<file path="config.mk">
export PLATFORM = sky130hd
export DESIGN_NAME = pin_match_engine
export DESIGN_NICKNAME = d
export VERILOG_FILES = /design/src/hw/pin_match_pkg.sv /design/src/hw/pin_event_if.sv /design/src/hw/input_edge_sync.sv /design/src/hw/match_slice.sv /design/src/hw/pin_match_engine.sv
export SDC_FILE = /design/constraint.sdc
export NUM_CORES = 1
export LEC_CHECK = 0
export ABC_AREA = 1
export BUFFER_PORTS_ARGS = -buffer_cell sky130_fd_sc_hd__buf_2
export CAP_MARGIN = 5
export CORE_ASPECT_RATIO = 1.25
export CORE_MARGIN = 2
export CORE_UTILIZATION = 31
export DETAILED_ROUTE_END_ITERATION = 10
export GPL_ROUTABILITY_DRIVEN = 0
export PLACE_DENSITY_LB_ADDON = 0.2
export SYNTH_ARGS = -nofsm -noshare
export SYNTH_HDL_FRONTEND = slang
export SYNTH_HIERARCHICAL = 1
export SYNTH_SLANG_ARGS = --single-unit
</file>
<file path="constraint.sdc">
create_clock -name i_clk -period 3.55 [get_ports i_clk]
set_clock_uncertainty 0.2 [all_clocks]
set_input_delay 0.71 -clock i_clk [delete_from_list [all_inputs] [get_ports i_clk]]
set_output_delay 0.71 -clock i_clk [all_outputs]
set_load 0.1 [all_outputs]
</file>
<file path="src/hw/pin_match_pkg.sv">
// Purpose: constants and types for the pin interrupt and pattern match block
// Assumes: one 250 MHz clock, Avalon-MM register access, 32-bit words
// Notes:   register offsets are byte addresses
//
// Function
// - eight selected inputs, one request each
// - edge sense on rise, fall or both
// - level sense, request while at active level
// - channels and slices share request lines 0..7
// - pattern engine uses same eight inputs
// - slice has input mux and detect logic
// - endpoint slice asserts when whole term true
// - sticky edge stays high until cleared
// - event mode pulses one cycle per edge
// - level mode high while input at level
// - continuous evaluation, one request per term
// - receive event is OR of terms
// - match pin carries same ORed signal
// - one bit selects pin or term requests
// - receive event works in pin mode too
// - only pin requests serve as wake-up
// - mode bit 0 edge, 1 level
// - second enable is fall enable or polarity
// - edges always recorded, write one clears
package pin_match_pkg;

	localparam int NCH = 8;
	localparam int SEL_W = 3;

	//--------------------------------------------------
	// Register offsets
	//--------------------------------------------------
	localparam logic [5:0] OFF_SENSE_MODE   = 6'h00;
	localparam logic [5:0] OFF_RISE_EN      = 6'h04;
	localparam logic [5:0] OFF_RISE_EN_SET  = 6'h08;
	localparam logic [5:0] OFF_RISE_EN_CLR  = 6'h0C;
	localparam logic [5:0] OFF_FALL_EN      = 6'h10;
	localparam logic [5:0] OFF_FALL_EN_SET  = 6'h14;
	localparam logic [5:0] OFF_FALL_EN_CLR  = 6'h18;
	localparam logic [5:0] OFF_RISE_FLAG    = 6'h1C;
	localparam logic [5:0] OFF_FALL_FLAG    = 6'h20;
	localparam logic [5:0] OFF_STATUS       = 6'h24;
	localparam logic [5:0] OFF_MATCH_CTRL   = 6'h28;
	localparam logic [5:0] OFF_SLICE_SRC    = 6'h2C;
	localparam logic [5:0] OFF_SLICE_CFG    = 6'h30;

	//--------------------------------------------------
	// Field layout and reset values
	//--------------------------------------------------
	localparam int CTRL_SEL_MATCH   = 0;
	localparam int CTRL_EVENT_EN    = 1;
	localparam int CTRL_DET_LSB     = 24;
	localparam int SLICE_LSB        = 8;
	localparam int EP_W             = 7;
	localparam logic [7:0]  RST8    = 8'h00;
	localparam logic [23:0] RST24   = 24'h000000;
	localparam logic [31:0] RST32   = 32'h00000000;

	typedef enum logic [2:0] {
		COND_ALWAYS      = 3'h0,
		COND_STICKY_RISE = 3'h1,
		COND_STICKY_FALL = 3'h2,
		COND_STICKY_BOTH = 3'h3,
		COND_LEVEL_HIGH  = 3'h4,
		COND_LEVEL_LOW   = 3'h5,
		COND_NEVER       = 3'h6,
		COND_EVENT_BOTH  = 3'h7
	} slice_cond_t;

endpackage

</file>
<file path="src/hw/pin_event_if.sv">
// Purpose: carries synchronised levels and edge pulses of the inputs
// Assumes: single clock domain
// Notes:   rise and fall are one-cycle pulses
`timescale 1ns/100ps
`default_nettype none
interface pin_event_if #(parameter int W = 8);
	logic [W-1:0] level;
	logic [W-1:0] rise;
	logic [W-1:0] fall;
	modport src (output level, output rise, output fall);
	modport snk (input level, input rise, input fall);
endinterface
`default_nettype wire

</file>
<file path="src/hw/input_edge_sync.sv">
// Purpose: two-flop synchroniser and edge detector per input
// Assumes: inputs asynchronous to i_clk
// Notes:   first stage feeds only the second stage
`timescale 1ns/100ps
`default_nettype none
module input_edge_sync #(
	parameter int W = 8
) (
	input  wire logic         i_clk,
	input  wire logic         i_reset,
	input  wire logic [W-1:0] i_pins,
	pin_event_if.src          evt
);

	typedef struct packed {
		logic [W-1:0] meta;
		logic [W-1:0] sync;
		logic [W-1:0] prev;
	} sync_state_t;

	sync_state_t s_r;
	sync_state_t s_nxt;

	if (W < 1) begin : g_bad
		$error("input_edge_sync: W must be at least 1");
	end

	always_comb begin
		s_nxt      = s_r;
		s_nxt.meta = i_pins;
		s_nxt.sync = s_r.meta;
		s_nxt.prev = s_r.sync;
	end

	always_ff @(posedge i_clk) begin
		if (i_reset) begin
			s_r <= '0;
		end else begin
			s_r <= s_nxt;
		end
	end

	assign evt.level = s_r.sync;
	assign evt.rise  = s_r.sync & ~s_r.prev;
	assign evt.fall  = ~s_r.sync & s_r.prev;

endmodule
`default_nettype wire

</file>
<file path="src/hw/match_slice.sv">
// Purpose: one pattern match bit slice: input mux and detect logic
// Assumes: event pulses from input_edge_sync
// Notes:   clear wins only when no new edge arrives
`timescale 1ns/100ps
`default_nettype none
module match_slice #(
	parameter int W = 8
) (
	input  wire logic                      i_clk,
	input  wire logic                      i_reset,
	pin_event_if.snk                       evt,
	input  wire logic [$clog2(W)-1:0]      i_src,
	input  wire pin_match_pkg::slice_cond_t i_cond,
	input  wire logic                      i_clear,
	output logic                           o_detect
);

	typedef struct packed {
		logic det;
	} slice_state_t;

	slice_state_t s_r;
	slice_state_t s_nxt;

	if (W < 2) begin : g_bad
		$error("match_slice: W must be at least 2");
	end

	always_comb begin
		logic lv;
		logic rs;
		logic fl;
		lv    = evt.level[i_src];
		rs    = evt.rise[i_src];
		fl    = evt.fall[i_src];
		s_nxt = s_r;
		case (i_cond)
			pin_match_pkg::COND_ALWAYS:      s_nxt.det = 1'b1;
			pin_match_pkg::COND_STICKY_RISE: s_nxt.det = (s_r.det & ~i_clear) | rs;
			pin_match_pkg::COND_STICKY_FALL: s_nxt.det = (s_r.det & ~i_clear) | fl;
			pin_match_pkg::COND_STICKY_BOTH: s_nxt.det = (s_r.det & ~i_clear) | rs | fl;
			pin_match_pkg::COND_LEVEL_HIGH:  s_nxt.det = lv;
			pin_match_pkg::COND_LEVEL_LOW:   s_nxt.det = ~lv;
			pin_match_pkg::COND_EVENT_BOTH:  s_nxt.det = rs | fl;
			default:                         s_nxt.det = 1'b0;
		endcase
	end

	always_ff @(posedge i_clk) begin
		if (i_reset) begin
			s_r <= '0;
		end else begin
			s_r <= s_nxt;
		end
	end

	assign o_detect = s_r.det;

endmodule
`default_nettype wire

</file>
<file path="src/hw/pin_match_engine.sv">
// Purpose: eight-channel pin interrupt and pattern match engine
// Assumes: Avalon-MM slave, byte addresses, synchronous reset
// Notes:   every output comes from a flip-flop
`timescale 1ns/100ps
`default_nettype none
module pin_match_engine #(
	parameter int N_IN = 8
) (
	input  wire logic        i_clk,
	input  wire logic        i_reset,
	input  wire logic [7:0]  i_pins,
	input  wire logic [5:0]  i_avs_address,
	input  wire logic        i_avs_read,
	input  wire logic        i_avs_write,
	input  wire logic [31:0] i_avs_writedata,
	input  wire logic [3:0]  i_avs_byteenable,
	output logic [31:0]      o_avs_readdata,
	output logic             o_avs_waitrequest,
	output logic [7:0]       o_irq,
	output logic [7:0]       o_wake,
	output logic             o_receive_event_out,
	output logic             o_match_output_pin
);

	//--------------------------------------------------
	// Elaboration check
	//--------------------------------------------------
	if (N_IN != pin_match_pkg::NCH) begin : g_bad
		$error("pin_match_engine: N_IN must be 8");
	end

	//--------------------------------------------------
	// State
	//--------------------------------------------------
	typedef struct packed {
		logic [7:0]  channel_sense_mode;
		logic [7:0]  rise_or_level_enable;
		logic [7:0]  fall_or_level_polarity_enable;
		logic [7:0]  rise_flag;
		logic [7:0]  fall_flag;
		logic        sel_match;
		logic        event_en;
		logic [23:0] slice_source_select;
		logic [31:0] slice_condition_config;
		logic        slice_clr;
		logic        waitreq;
		logic [31:0] rdata;
		logic [7:0]  irq;
		logic [7:0]  wake;
		logic        rx_event;
		logic        match_pin;
	} eng_state_t;

	eng_state_t s_r;
	eng_state_t s_nxt;

	logic [7:0] det;

	//--------------------------------------------------
	// Input sync and slices
	//--------------------------------------------------
	pin_event_if #(.W(8)) evt ();

	input_edge_sync #(
		.W (8)
	) u_sync (
		.i_clk   (i_clk),
		.i_reset (i_reset),
		.i_pins  (i_pins),
		.evt     (evt.src)
	);

	for (genvar g = 0; g < 8; g++) begin : g_slice
		match_slice #(
			.W (8)
		) u_slice (
			.i_clk    (i_clk),
			.i_reset  (i_reset),
			.evt      (evt.snk),
			.i_src    (s_r.slice_source_select[3*g +: 3]),
			.i_cond   (pin_match_pkg::slice_cond_t'(
			             s_r.slice_condition_config[pin_match_pkg::SLICE_LSB + 3*g +: 3])),
			.i_clear  (s_r.slice_clr),
			.o_detect (det[g])
		);
	end

	//--------------------------------------------------
	// Byte lane merge
	//--------------------------------------------------
	function automatic logic [31:0] merge(input logic [31:0] old_v,
	                                      input logic [31:0] new_v,
	                                      input logic [3:0]  be);
		logic [31:0] r;
		r = old_v;
		for (int b = 0; b < 4; b++) begin
			if (be[b]) begin
				r[8*b +: 8] = new_v[8*b +: 8];
			end
		end
		return r;
	endfunction

	//--------------------------------------------------
	// Next state
	//--------------------------------------------------
	always_comb begin
		logic        req;
		logic        wr;
		logic        lo;
		logic [7:0]  wd;
		logic [7:0]  pin_req;
		logic [7:0]  ep;
		logic [7:0]  term;
		logic        chain;
		logic        acc;
		logic [7:0]  rclr;
		logic [7:0]  fclr;
		logic [31:0] tmp;
		req     = i_avs_read | i_avs_write;
		wr      = i_avs_write & ~s_r.waitreq;
		lo      = i_avs_byteenable[0];
		wd      = i_avs_writedata[7:0];
		rclr    = 8'h00;
		fclr    = 8'h00;
		tmp     = 32'h00000000;
		term    = 8'h00;
		chain   = 1'b1;
		acc     = 1'b0;
		s_nxt   = s_r;

		// Pin interrupt requests
		pin_req = (s_r.channel_sense_mode & s_r.rise_or_level_enable
		           & ~(evt.level ^ s_r.fall_or_level_polarity_enable))
		        | (~s_r.channel_sense_mode & ((s_r.rise_flag & s_r.rise_or_level_enable)
		           | (s_r.fall_flag & s_r.fall_or_level_polarity_enable)));

		// Product terms
		ep = {1'b1, s_r.slice_condition_config[pin_match_pkg::EP_W-1:0]};
		for (int i = 0; i < 8; i++) begin
			acc     = chain & det[i];
			term[i] = acc & ep[i];
			chain   = ep[i] ? 1'b1 : acc;
		end

		// Bus handshake
		s_nxt.waitreq   = ~(req & s_r.waitreq);
		s_nxt.slice_clr = 1'b0;

		// Register writes
		if (wr && lo) begin
			case (i_avs_address)
				pin_match_pkg::OFF_SENSE_MODE:  s_nxt.channel_sense_mode = wd;
				pin_match_pkg::OFF_RISE_EN:     s_nxt.rise_or_level_enable = wd;
				pin_match_pkg::OFF_RISE_EN_SET: s_nxt.rise_or_level_enable = s_r.rise_or_level_enable | wd;
				pin_match_pkg::OFF_RISE_EN_CLR: s_nxt.rise_or_level_enable = s_r.rise_or_level_enable & ~wd;
				pin_match_pkg::OFF_FALL_EN:     s_nxt.fall_or_level_polarity_enable = wd;
				pin_match_pkg::OFF_FALL_EN_SET:
					s_nxt.fall_or_level_polarity_enable = s_r.fall_or_level_polarity_enable | wd;
				pin_match_pkg::OFF_FALL_EN_CLR:
					s_nxt.fall_or_level_polarity_enable = s_r.fall_or_level_polarity_enable & ~wd;
				pin_match_pkg::OFF_RISE_FLAG:   rclr = wd;
				pin_match_pkg::OFF_FALL_FLAG:   fclr = wd;
				pin_match_pkg::OFF_STATUS: begin
					rclr = wd & ~s_r.channel_sense_mode;
					fclr = wd & ~s_r.channel_sense_mode;
					s_nxt.fall_or_level_polarity_enable =
						s_r.fall_or_level_polarity_enable ^ (wd & s_r.channel_sense_mode);
				end
				pin_match_pkg::OFF_MATCH_CTRL: begin
					s_nxt.sel_match = wd[pin_match_pkg::CTRL_SEL_MATCH];
					s_nxt.event_en  = wd[pin_match_pkg::CTRL_EVENT_EN];
				end
				default: begin
				end
			endcase
		end
		if (wr && i_avs_address == pin_match_pkg::OFF_SLICE_SRC) begin
			tmp = merge({s_r.slice_source_select, 8'h00}, i_avs_writedata, i_avs_byteenable);
			s_nxt.slice_source_select = tmp[31:8];
			s_nxt.slice_clr = 1'b1;
		end
		if (wr && i_avs_address == pin_match_pkg::OFF_SLICE_CFG) begin
			s_nxt.slice_condition_config = merge(s_r.slice_condition_config,
			                                     i_avs_writedata, i_avs_byteenable);
			s_nxt.slice_condition_config[pin_match_pkg::SLICE_LSB-1] = 1'b0;
			s_nxt.slice_clr = 1'b1;
		end

		// Edge flags, new edge wins over clear
		s_nxt.rise_flag = (s_r.rise_flag & ~rclr) | evt.rise;
		s_nxt.fall_flag = (s_r.fall_flag & ~fclr) | evt.fall;

		// Read data
		if (i_avs_read && s_r.waitreq) begin
			case (i_avs_address)
				pin_match_pkg::OFF_SENSE_MODE: s_nxt.rdata = {24'h000000, s_r.channel_sense_mode};
				pin_match_pkg::OFF_RISE_EN:    s_nxt.rdata = {24'h000000, s_r.rise_or_level_enable};
				pin_match_pkg::OFF_FALL_EN:
					s_nxt.rdata = {24'h000000, s_r.fall_or_level_polarity_enable};
				pin_match_pkg::OFF_RISE_FLAG:  s_nxt.rdata = {24'h000000, s_r.rise_flag};
				pin_match_pkg::OFF_FALL_FLAG:  s_nxt.rdata = {24'h000000, s_r.fall_flag};
				pin_match_pkg::OFF_STATUS:     s_nxt.rdata = {24'h000000, pin_req};
				pin_match_pkg::OFF_MATCH_CTRL:
					s_nxt.rdata = {det, 22'h000000, s_r.event_en, s_r.sel_match};
				pin_match_pkg::OFF_SLICE_SRC:  s_nxt.rdata = {s_r.slice_source_select, 8'h00};
				pin_match_pkg::OFF_SLICE_CFG:  s_nxt.rdata = s_r.slice_condition_config;
				default:                       s_nxt.rdata = pin_match_pkg::RST32;
			endcase
		end

		// Outputs
		s_nxt.irq       = s_r.sel_match ? term : pin_req;
		s_nxt.wake      = pin_req & {8{~s_r.sel_match}};
		s_nxt.rx_event  = s_r.event_en & (|term);
		s_nxt.match_pin = s_r.event_en & (|term);
	end

	//--------------------------------------------------
	// Registers
	//--------------------------------------------------
	always_ff @(posedge i_clk) begin
		if (i_reset) begin
			s_r         <= '0;
			s_r.waitreq <= 1'b1;
		end else begin
			s_r <= s_nxt;
		end
	end

	assign o_avs_readdata      = s_r.rdata;
	assign o_avs_waitrequest   = s_r.waitreq;
	assign o_irq               = s_r.irq;
	assign o_wake              = s_r.wake;
	assign o_receive_event_out = s_r.rx_event;
	assign o_match_output_pin  = s_r.match_pin;

endmodule
`default_nettype wire

</file>
; ---- After elaboration in Yosys (flattened, before gate mapping)
; Index checks and enable logic that the tools add are counted.
[totals]
reg_bits = 180
latch_bits = 0
ram_bits = 0
romBits = 0
input_bits = 54
output_inout_bits = 51
wordCells = 298
n_memories = 0
[op_classes]
n_addsub = 0
mul = 0
div_mod_pow = 0
n_lt_le_gt_ge = 8
eq_ne = 60
n_shift = 0
muxes = 73
n_bitwise = 99
n_reduce_logical = 27
[ops]
columns = operator, n
row1 = one-hot mux 32 bit (9 select lines), 1
row2 = AND 8 bit, 14
row3 = binary-select mux 1 bit (select 3 bit), 24
row4 = "== test 3 bit, second input constant", 24
row5 = NOT 8 bit, 7
row6 = one-hot mux 1 bit (7 select lines), 8
row7 = "== test 3 x 2 -> 1 bit, second input constant", 16
row8 = OR 8 bit, 6
row9 = two-way mux 1 bit, 33
row10 = OR 1 bit, 33
row11 = "less-than comparator 3 x 4 -> 1 bit, second input constant", 8
row12 = one-hot mux 8 bit (2 select lines), 2
row13 = one-hot mux 8 bit (4 select lines), 1
row14 = "== test 6 bit, second input constant", 5
row15 = AND 1 bit, 25
row16 = "== test 3 x 1 -> 1 bit, second input constant", 8
row17 = "== test 6 x 5 -> 1 bit, second input constant", 4
row18 = logical NOT 3 bit, 8
row19 = two-way mux 8 bit, 3
row20 = one-hot mux 8 bit (3 select lines), 1
row21 = AND reduction 2 bit, 11
row22 = XOR 8 bit, 2
row23 = "== test 6 x 4 -> 1 bit, second input constant", 2
row24 = NOT 1 bit, 12
row25 = other kinds (6), 9

; ---- Logic depth before layout (Yosys ltp)
; Gate-level depths: netlist of run 1.
[depth]
word_depth = 16
ltp_mapped = 14
mapped_depth_nobuf = 14

; ---- Cells and area by module
; Netlist of run 1, hierarchy kept.
[modules_own_cells]
columns = mod, n_inst, cells_per_inst, area_each_um2, seq_area_each_um2
row1 = pin_match_engine, 1, 979, 7145.6, 2962.8
row2 = match_slice (g_slice[0].u_slice ...), 6, 82, 390.4, 20.0
row3 = input_edge_sync, 1, 106, 833.3, 480.5
row4 = match_slice (g_slice[6].u_slice ...), 2, 83, 377.9, 20.0

; ---- Worst setup path before layout of run 1
; No wires, ideal clock.
[synth_timing]
kind = register to output
from = reg o_match_output_pin (netlist name)
to = out o_receive_event_out
arrival_ns = 1.356
required_time_ns = 2.640
path_slack_ns = 1.284
path_stages_with_launch = 2
n_path_buf = 1
path_cell_list = dfxtp_1 buf_4
[synth_lines]
columns = element, line
row1 = end: declaration, pin_match_engine.sv:21  ; output logic o_receive_event_out,

; ---- Worst setup path after layout of run 1
[layout_timing]
from = in i_avs_address[1]
to = reg s_r[73] in the netlist's numbering
[layout_between]
elab_chain_cells = 3
[layout_lines]
columns = element, line
row1 = start: declaration, pin_match_engine.sv:12  ; input wire logic [5:0] i_avs_address,
row2 = == test 6 bit, pin_match_engine.sv:183  ; if (wr && i_avs_address == pin_match_pkg::OFF_SLICE_CFG) begin
row3 = logical AND 1 bit, pin_match_engine.sv:183
row4 = AND reduction 2 bit (no source line), --
row5 = end signal: assignment, pin_match_engine.sv:227  ; s_r <= s_nxt;
row6 = end: declaration, pin_match_engine.sv:54  ; eng_state_t s_r;
; No other way between the ends.
; A chain may end at the register's enable or synchronous reset.

==> results of run 1 <==
[worst max path at each step]
stage,startpoint,end,slack (ns),cells past startpoint
after floorplan,o_match_output_pin,o_receive_event_out,1.28,1
after global placement,i_avs_address[1],s_r[75],0.75,11
after detailed placement,i_avs_address[1],s_r[73],0.67,11
after CTS,i_avs_address[1],s_r[73],1.16,11
after global routing,i_avs_address[1],s_r[73],0.90,11
final,i_avs_address[1],s_r[73],1.15,11
[layer usage]
layer | track usage | routed length, µm | up-vias | share of wire
li1 | - | - | 5587 | -
met1 | 0.253 | 16200 | 5245 | 0.41
met2 | 0.385 | 20200 | 310 | 0.51
met3 | 0.0283 | 1740 | 69 | 0.044
met4 | 0.0785 | 1210 | 0 | 0.031
met5 | 0 | 0 | - | 0
[cell type report]
cell class                      count  area share
Tap cell                          474      0.0487
Multi-Input combinational cell   1174       0.460
Sequential cell                   180       0.296
Clock buffer                       20      0.0375
Clock inverter                     12     0.00946
Inverter                          273      0.0846
Timing Repair Buffer              138      0.0640
[through the flow]
step                      total power [W]  setup slack (ns)  cells  instance area, µm²  hold slack [ns]
after CTS                         0.00436              1.16   2271               12200            0.204
after global placement            0.00247             0.749   2239               11600            0.191
after global routing              0.00449             0.903   2271               12200            0.220
after floorplan                   0.00232              1.28   1743               11100            0.188
after detailed placement          0.00247             0.666   2239               11600            0.196
final                             0.00433              1.15   2271               12200            0.197
[worst max-delay path, delay by kind of cell]
family	cells	cell delay (ns)
simple gates	6	0.96
buf+inv	3	0.54
compound gates	2	0.33
[flip-flops by register name, summed over array words and instances (netlist names)]
name and count:
g_slice.u_slice/o_detect 8, o_avs_readdata 32, o_avs_waitrequest 1, o_irq 8
o_match_output_pin 1, o_wake 8, s_r 98, u_sync/evt.level 8
u_sync/s_nxt 8, u_sync/s_r 8
[power breakdown]
part / total, W / internal [W] / switching (W)
clock network: 0.00190 / 0.000960 / 0.000940
logic: 0.000351 / 0.000105 / 0.000247
registers: 0.00208 / 0.00204 / 0.0000321
[logic make-up after synthesis]
group,synth area share
xor gates and xnor gates,0.00158
and+or+nand+nor,0.320
buffers and inverters,0.170
AOI/OAI and AO/OA,0.184
DFF,0.325
[cell usage in the layout, fill, tap and decap left out, drive strengths merged, types with 19 or more instances in the layout]
cell | Yosys | final
o22ai | 46 | 46
dfxtp | 180 | 180
nor2 | 118 | 118
nand2 | 525 | 525
inv | 270 | 275
o21ai | 101 | 101
nand3 | 156 | 156
buf | 95 | 138
a21oi | 166 | 166
o211ai | 19 | 19
clkbuf | 21 | 20
==> run summary, run 1 <==
The post-synth design cell area is 11100 µm². The share of synthesized registers carrying an async set or reset came out at 0. TritonCTS built the clock tree. The estimated wirelength of the detail-placed design is 28700 µm.

The post-synthesis cell type count is 46. The terminus of the critical flop-to-flop path is g_slice[6].u_slice/o_detect. The number of buffers added to fix hold violations after cts is 0. The synthesized design spends more area on one cell type than any other, namely sky130_fd_sc_hd__dfxtp_1.

The final layout net count came out at approximately 1800. In the global route stage, overall resource usage came out at 0.212. Yosys instantiated no cell more often than sky130_fd_sc_hd__nand2_1. For this run, the leading register cell type out of synthesis is sky130_fd_sc_hd__dfxtp_1. The final hold violation count came out at 0. The total DRC errors in the routed layout is 0. The delay of the slowest cell on the worst path came out at a little over 0.3 ns. Of the cells placed in the final design, the portion with a size suffix greater than 1 is 0.142.

The length of the first detailed-routing pass in iterations is 5. The number of global-route vias before repair came to 10700. The number of setup buffers added after CTS is 0.

The reported leakage power is just over 5 nW. The final number of setup-violating endpoints came out at 0. The clock period could shrink to 2.40 ns. CTS placed an instance of sky130_fd_sc_hd__clkbuf_16 at the clock tree root. The hold path depth came out at 2.

Data on the critical path arrives at its endpoint at between 2 and 3 ns. The count of standard-cell rows is 77. The normalized max-slew margin came out at 0.398. In this run the worst hold path is classified as reg2reg.

The die extent in y came out at 215 µm. The sequential cells in the finished layout cover a total of 3600 µm². The synthesized netlist cell count came out at 1743. The number of port buffers came out at 104. Of the available clock period, the critical path in the final layout requires 0.676.

The type of the worst setup path is in2reg. The synthesized design contains 180 register bits. The number of sinks on the clock net is 180. The area enclosed by the die boundary is 37300 µm². The area share of the leading cell type in the synthesized netlist came out at 0.325.

The run finished with clean final reports. The number of antenna violations at the first check in global routing is 0. 0 antenna diodes ended up in the layout. The buffer depth of the longest clock path came out at 2. The first-pass GRT wire length is 61100 µm. The actual slew at the worst max-slew pin came out at 0.902 ns. The maximum frequency from static timing analysis is 417 MHz. The cell that appears most often on the critical path is sky130_fd_sc_hd__nand2_1.

Setup repair after global routing left no endpoint under its margin. The filler cell count is 3964. By area the synthesized netlist is led by sky130_fd_sc_hd__dfxtp_1 (33%), sky130_fd_sc_hd__nand2_1 (17%), sky130_fd_sc_hd__inv_1 (8.5%), sky130_fd_sc_hd__a21oi_1 (6.9%), sky130_fd_sc_hd__nand3_1 (6.7%).

The number of DRC markers in iteration 0 came out at roughly 830. The post-detailed-routing wire length came out at 39400 µm. The vias after detailed routing came out at 11200.

The detail route stage leaves a number of antenna-violating nets equal to 0. The synthesis-to-layout area growth came out at 9.86%. The worst-case vdd ir drop came out at 304 µV. At the end of the flow the core is filled with cells to 0.345. The maximum fanout encountered on the critical timing path is 16. The number of nets in the synthesized netlist is around 1800. The maximum number of pins on one net before global-route repair came out at 53.

The total CTS buffers is 17. The max-slew violation count is 0. The path with the worst hold slack has its endpoint at u_sync/evt.level[6]. After synthesis, the most frequently instantiated cells are sky130_fd_sc_hd__nand2_1 (508), sky130_fd_sc_hd__inv_1 (252), sky130_fd_sc_hd__dfxtp_1 (180), sky130_fd_sc_hd__a21oi_1 (153), sky130_fd_sc_hd__nand3_1 (149). For the worst setup path, the data required time is 3.69 ns. The setup total negative slack is 0 ns. The number of gates resized after CTS is 0. The number of ports placed on the die boundary is around 110. Walking the worst path, the cells encountered are buf_2 -> nor2_4 -> nand2_2 -> nor2_4 -> nand2_1 -> inv_2 -> nand2_1 -> inv_2 -> nand2_1 -> o21ai_0 -> a21oi_1. The proportion of synthesized chip area in sequential cells came out at 0.325. The minimum setup slack among reg-to-reg paths is ~1.3 ns. The sort of element at the end of the critical path is a flip-flop. The clock-pin slew reported for the worst setup and hold paths after clock tree synthesis is about 0.08 ns. The initial utilization of the core area, before any placement, comes to 0.314.

The area of the multi-input gates came out at 5590 µm². Using the TritonRoute via totals, the vias-per-cell ratio works out to 4.94. The leftover overflow at the end of global routing came out at 0.

On the critical path, the stage with the largest delay is an instance of sky130_fd_sc_hd__nand2_1. The power density normalized to cell area came out at around 360 nW/µm². The number of cells on the worst reg-to-reg path is 14. The clock latency on the worst-skew pair is ~0.46 ns. The origin of the worst min-delay path is u_sync/s_nxt[14]. In this run the critical register-to-register path is launched from u_sync/evt.level[6].

The horizontal extent of the die came out at roughly 170 µm. The tool flagged a number of max-cap violations equal to 0. The standard cell core area is 35300 µm². The maximum level of the CTS H-tree is 4. The mean post-synth cell area came out at 6.36 µm². The number of enable flip-flop cells after synthesis came out at 0. The wire length per cell after detailed routing is between 15 and 20 µm. STA classifies the critical path startpoint as an input port. The count of warnings emitted by yosys is 6.
Note: power is estimated with default switching activity, not from simulation.
==> run 2, diff against run 1 <==
Settings changed: ABC_AREA 1 to 0.
Clock period 3.55 ns to 2.3 ns, I/O delays scaled along.
==> run summary, run 2 <==
The final cell utilization of the core came out at 0.366. The standard cell core area came out at 33500 µm². After detailed routing, the number of remaining DRC violations is 0. The power density normalized to cell area came out at 600 nW/µm². The clock-pin slew reported for the worst setup and hold paths after clock tree synthesis is 0.08 ns. For the pin with the worst max-slew slack, the measured transition is around 0.81 ns.

The tool flagged a number of max-cap violations equal to 0. The number of cells on the worst reg-to-reg path is 6. The count of warnings emitted by yosys is 6.

The effective utilization at floorplan is 0.314. The repair_antennas step left the layout with diodes totalling 0. The mean post-synth cell area came out at 9.67 µm².

Hold repair after CTS inserted 0 buffers. The setup path with the least slack is of type reg2reg. The fraction of the cycle the final worst path needs is 0.933. The delay of the slowest cell on the worst path came out at 0.66 ns. The setup total negative slack came out at 0 ns. The first-pass GRT wire length is 52700 µm. For this block, the initial DRC count from the detailed router was 791. The cell with the most instances after synthesis is sky130_fd_sc_hd__dfxtp_1. Among all stages on the critical path, the largest delay is contributed by sky130_fd_sc_hd__a2111oi_0.

The first detailed-routing pass took 6 iterations. Entering global routing, the biggest net connects 57 pins. The filler cell count is 3377. The top cell types in the final layout, fill and taps aside, are sky130_fd_sc_hd__dfxtp_1 (179), sky130_fd_sc_hd__buf_4 (109), sky130_fd_sc_hd__buf_2 (103). sky130_fd_sc_hd__dfxtp_1 takes more of the synthesized area than any other cell.

The clock latency on the worst-skew pair is ~0.45 ns. Walking the worst path, the cells encountered are mux2_2 -> a22oi_1 -> nor2_1 -> a2111oi_0 -> buf_4 -> a221oi_1. The flow ran to the end, and the final reports show no timing, DRC or antenna violations. The critical path buffer and inverter count is 1. The number of antenna violations at the first check in global routing is 0.

The max-slew violation count is 0. The floorplan has 75 rows. Overall power consumption after layout is estimated at 0.00737 W. The path type of the worst min-delay path is in2reg. In this run, synthesis inferred 0 flip-flops with an integrated enable. The TritonCTS clock tree is built. The reported leakage power came out at 4.61 nW.

The worst setup path is launched from a flip-flop. Counting along the longest clock path gives a buffer depth of 2. The proportion of synthesized chip area in sequential cells is 0.343. The number of flip-flops in the largest register is 98.

During I/O placement, the number of pins put on the boundary was 105. The number of nets in the synthesized netlist is 1141. The post-synthesis cell type count came out at 72. The commonest cells after synthesis are sky130_fd_sc_hd__dfxtp_1 (180), sky130_fd_sc_hd__nor2_1 (92), sky130_fd_sc_hd__mux2i_1 (83), sky130_fd_sc_hd__buf_4 (70), sky130_fd_sc_hd__nand2_1 (61).

The post-synthesis register bit count is between 150 and 200. The fraction of layout cells with a size suffix above 1 came out at 0.265. Synthesis produced between 1000 and 1500 cells.

The root buffer cell chosen for the clock tree is sky130_fd_sc_hd__clkbuf_16. The horizontal extent of the die is 169 µm. Once placement finished, the instance area stood at 11600 µm². The maximum frequency from static timing analysis is 466 MHz. The number of sinks on the clock net is 180. The final layout net count came out at about 1200. Buffers added to address setup during post-CTS repair amount to 0. The average vias per placed instance is 5.47. Setup repair after global routing left no endpoint under its margin. The leftover overflow at the end of global routing came out at 0. The die extent in y is 210 µm. The post-detailed-routing wire length came out at 34700 µm. The critical path runs through a total of 6 cells. The required time of the critical path is 2.40 ns. IR analysis of the VDD net gives a maximum drop of 413 µV. After detailed routing, the average wire length per cell comes to 21.4 µm. The total CTS buffers came out at 17. The number of port buffers is 104. Relative to the synthesized area, the layout overhead comes to 16.8%. The most used flip-flop cell after synthesis is sky130_fd_sc_hd__dfxtp_1. The arrival time of the worst setup path came out at between 2 and 2.5 ns.

The register with the most flip-flops in the final layout is s_r. The HPWL after detailed placement is ~26000 µm. The vias after detailed routing is 8877.

The maximum fanout encountered on the critical timing path came out at 3. The final hold violation count is 0. In the global route stage, overall resource usage came out at 0.197. Leaving out fill and tap cells, the most frequent cell in the layout is sky130_fd_sc_hd__dfxtp_1. The floorplan step defined a die boundary enclosing 35400 µm².

Sorting the synthesized cells by area gives the leading types as sky130_fd_sc_hd__dfxtp_1 (34%), sky130_fd_sc_hd__mux4_1 (8.0%), sky130_fd_sc_hd__mux2i_1 (7.9%), sky130_fd_sc_hd__buf_4 (5.0%), sky130_fd_sc_hd__mux4_2 (3.4%). The finished cells cover ~12000 µm². The mapped netlist covers between 10000 and 15000 µm². The share of synthesized registers carrying an async set or reset is 0. The share of synthesized area in the top cell type comes to 0.343.

The smallest clock period supported by the final layout is computed as 2.15 ns. The final number of setup-violating endpoints is 0. Headroom to the max-slew limit came out at 0.459. The cell family contributing the most delay on the critical path is compound AO/OA/AOI/OAI gates. CTS built an H-tree with a depth of 4. The number of nets with antenna violations after detailed routing is 0. The worst hold path was traced through 2 stages. The number of global-route vias before repair came out at 8510. The worst setup path is captured at a flip-flop.
-- run 2: cell families (layout without fill, tap and decap cells) --
family	Yosys count	in the layout	synth area share
and+or+nand+nor	331	331	0.170
AOI/OAI and AO/OA	264	264	0.180
DFF	180	180	0.343
buffers and inverters	169	283	0.103
muxes	133	133	0.196
xor gates and xnor gates	10	10	0.00833
-- run 2: timing repair --
| item | CTS | global route |
|---|---|---|
| resized for setup | 2 | 2 |
| setup endpoints to repair | 2 | 3 |
| pin swaps | 0 | 0 |
-- run 2: final cells by class --
cell class	instances	area [µm²]	share of cell area
tap	423	529	0.0431
clock buffer	19	453	0.0369
sequential	180	3600	0.294
inverter	29	109	0.00887
timing repair buffer	222	1530	0.125
clock inverter	13	205	0.0167
multi-input combinational	738	5840	0.476
-- run 2: metrics by stage --
| step | hold slack, ns | setup slack, ns | cells |
|---|---|---|---|
| floorplan | 0.211 | 0.246 | 1087 |
| global placement | 0.222 | -0.244 | 1592 |
| detailed placement | 0.225 | -0.233 | 1592 |
| CTS | 0.00883 | 0.132 | 1624 |
| global route | 0.0203 | 0.00125 | 1624 |
| finish | 0.0316 | 0.153 | 1624 |
-- run 2: power by group --
part	internal (W)	leakage, nW	total (W)	switching (W)
Clock	0.00198	0.315	0.00331	0.00132
Sequential	0.00318	1.46	0.00324	0.0000564
Combinational	0.000296	2.83	0.000825	0.000530
Total	0.00546	4.61	0.00737	0.00191
-- run 2: worst paths after layout --
kind | from | endpoint | slack, ns
hold reg to reg | u_sync/s_nxt[15] | u_sync/evt.level[7] | 0.23
hold / removal | i_pins[7] | u_sync/s_nxt[15] | 0.03
setup reg to reg | s_r[114] | o_avs_readdata[4] | 0.15
setup / recovery | s_r[114] | o_avs_readdata[4] | 0.15
-- run 2: layer usage --
metal / wire length (µm) / vias up / GRT usage
met4: 1180 / 0 / 0.0800
met1: 14300 / 4347 / 0.238
met2: 17800 / 282 / 0.352
met5: 0 / - / 0
li1: - / 4193 / -
met3: 1440 / 55 / 0.0266
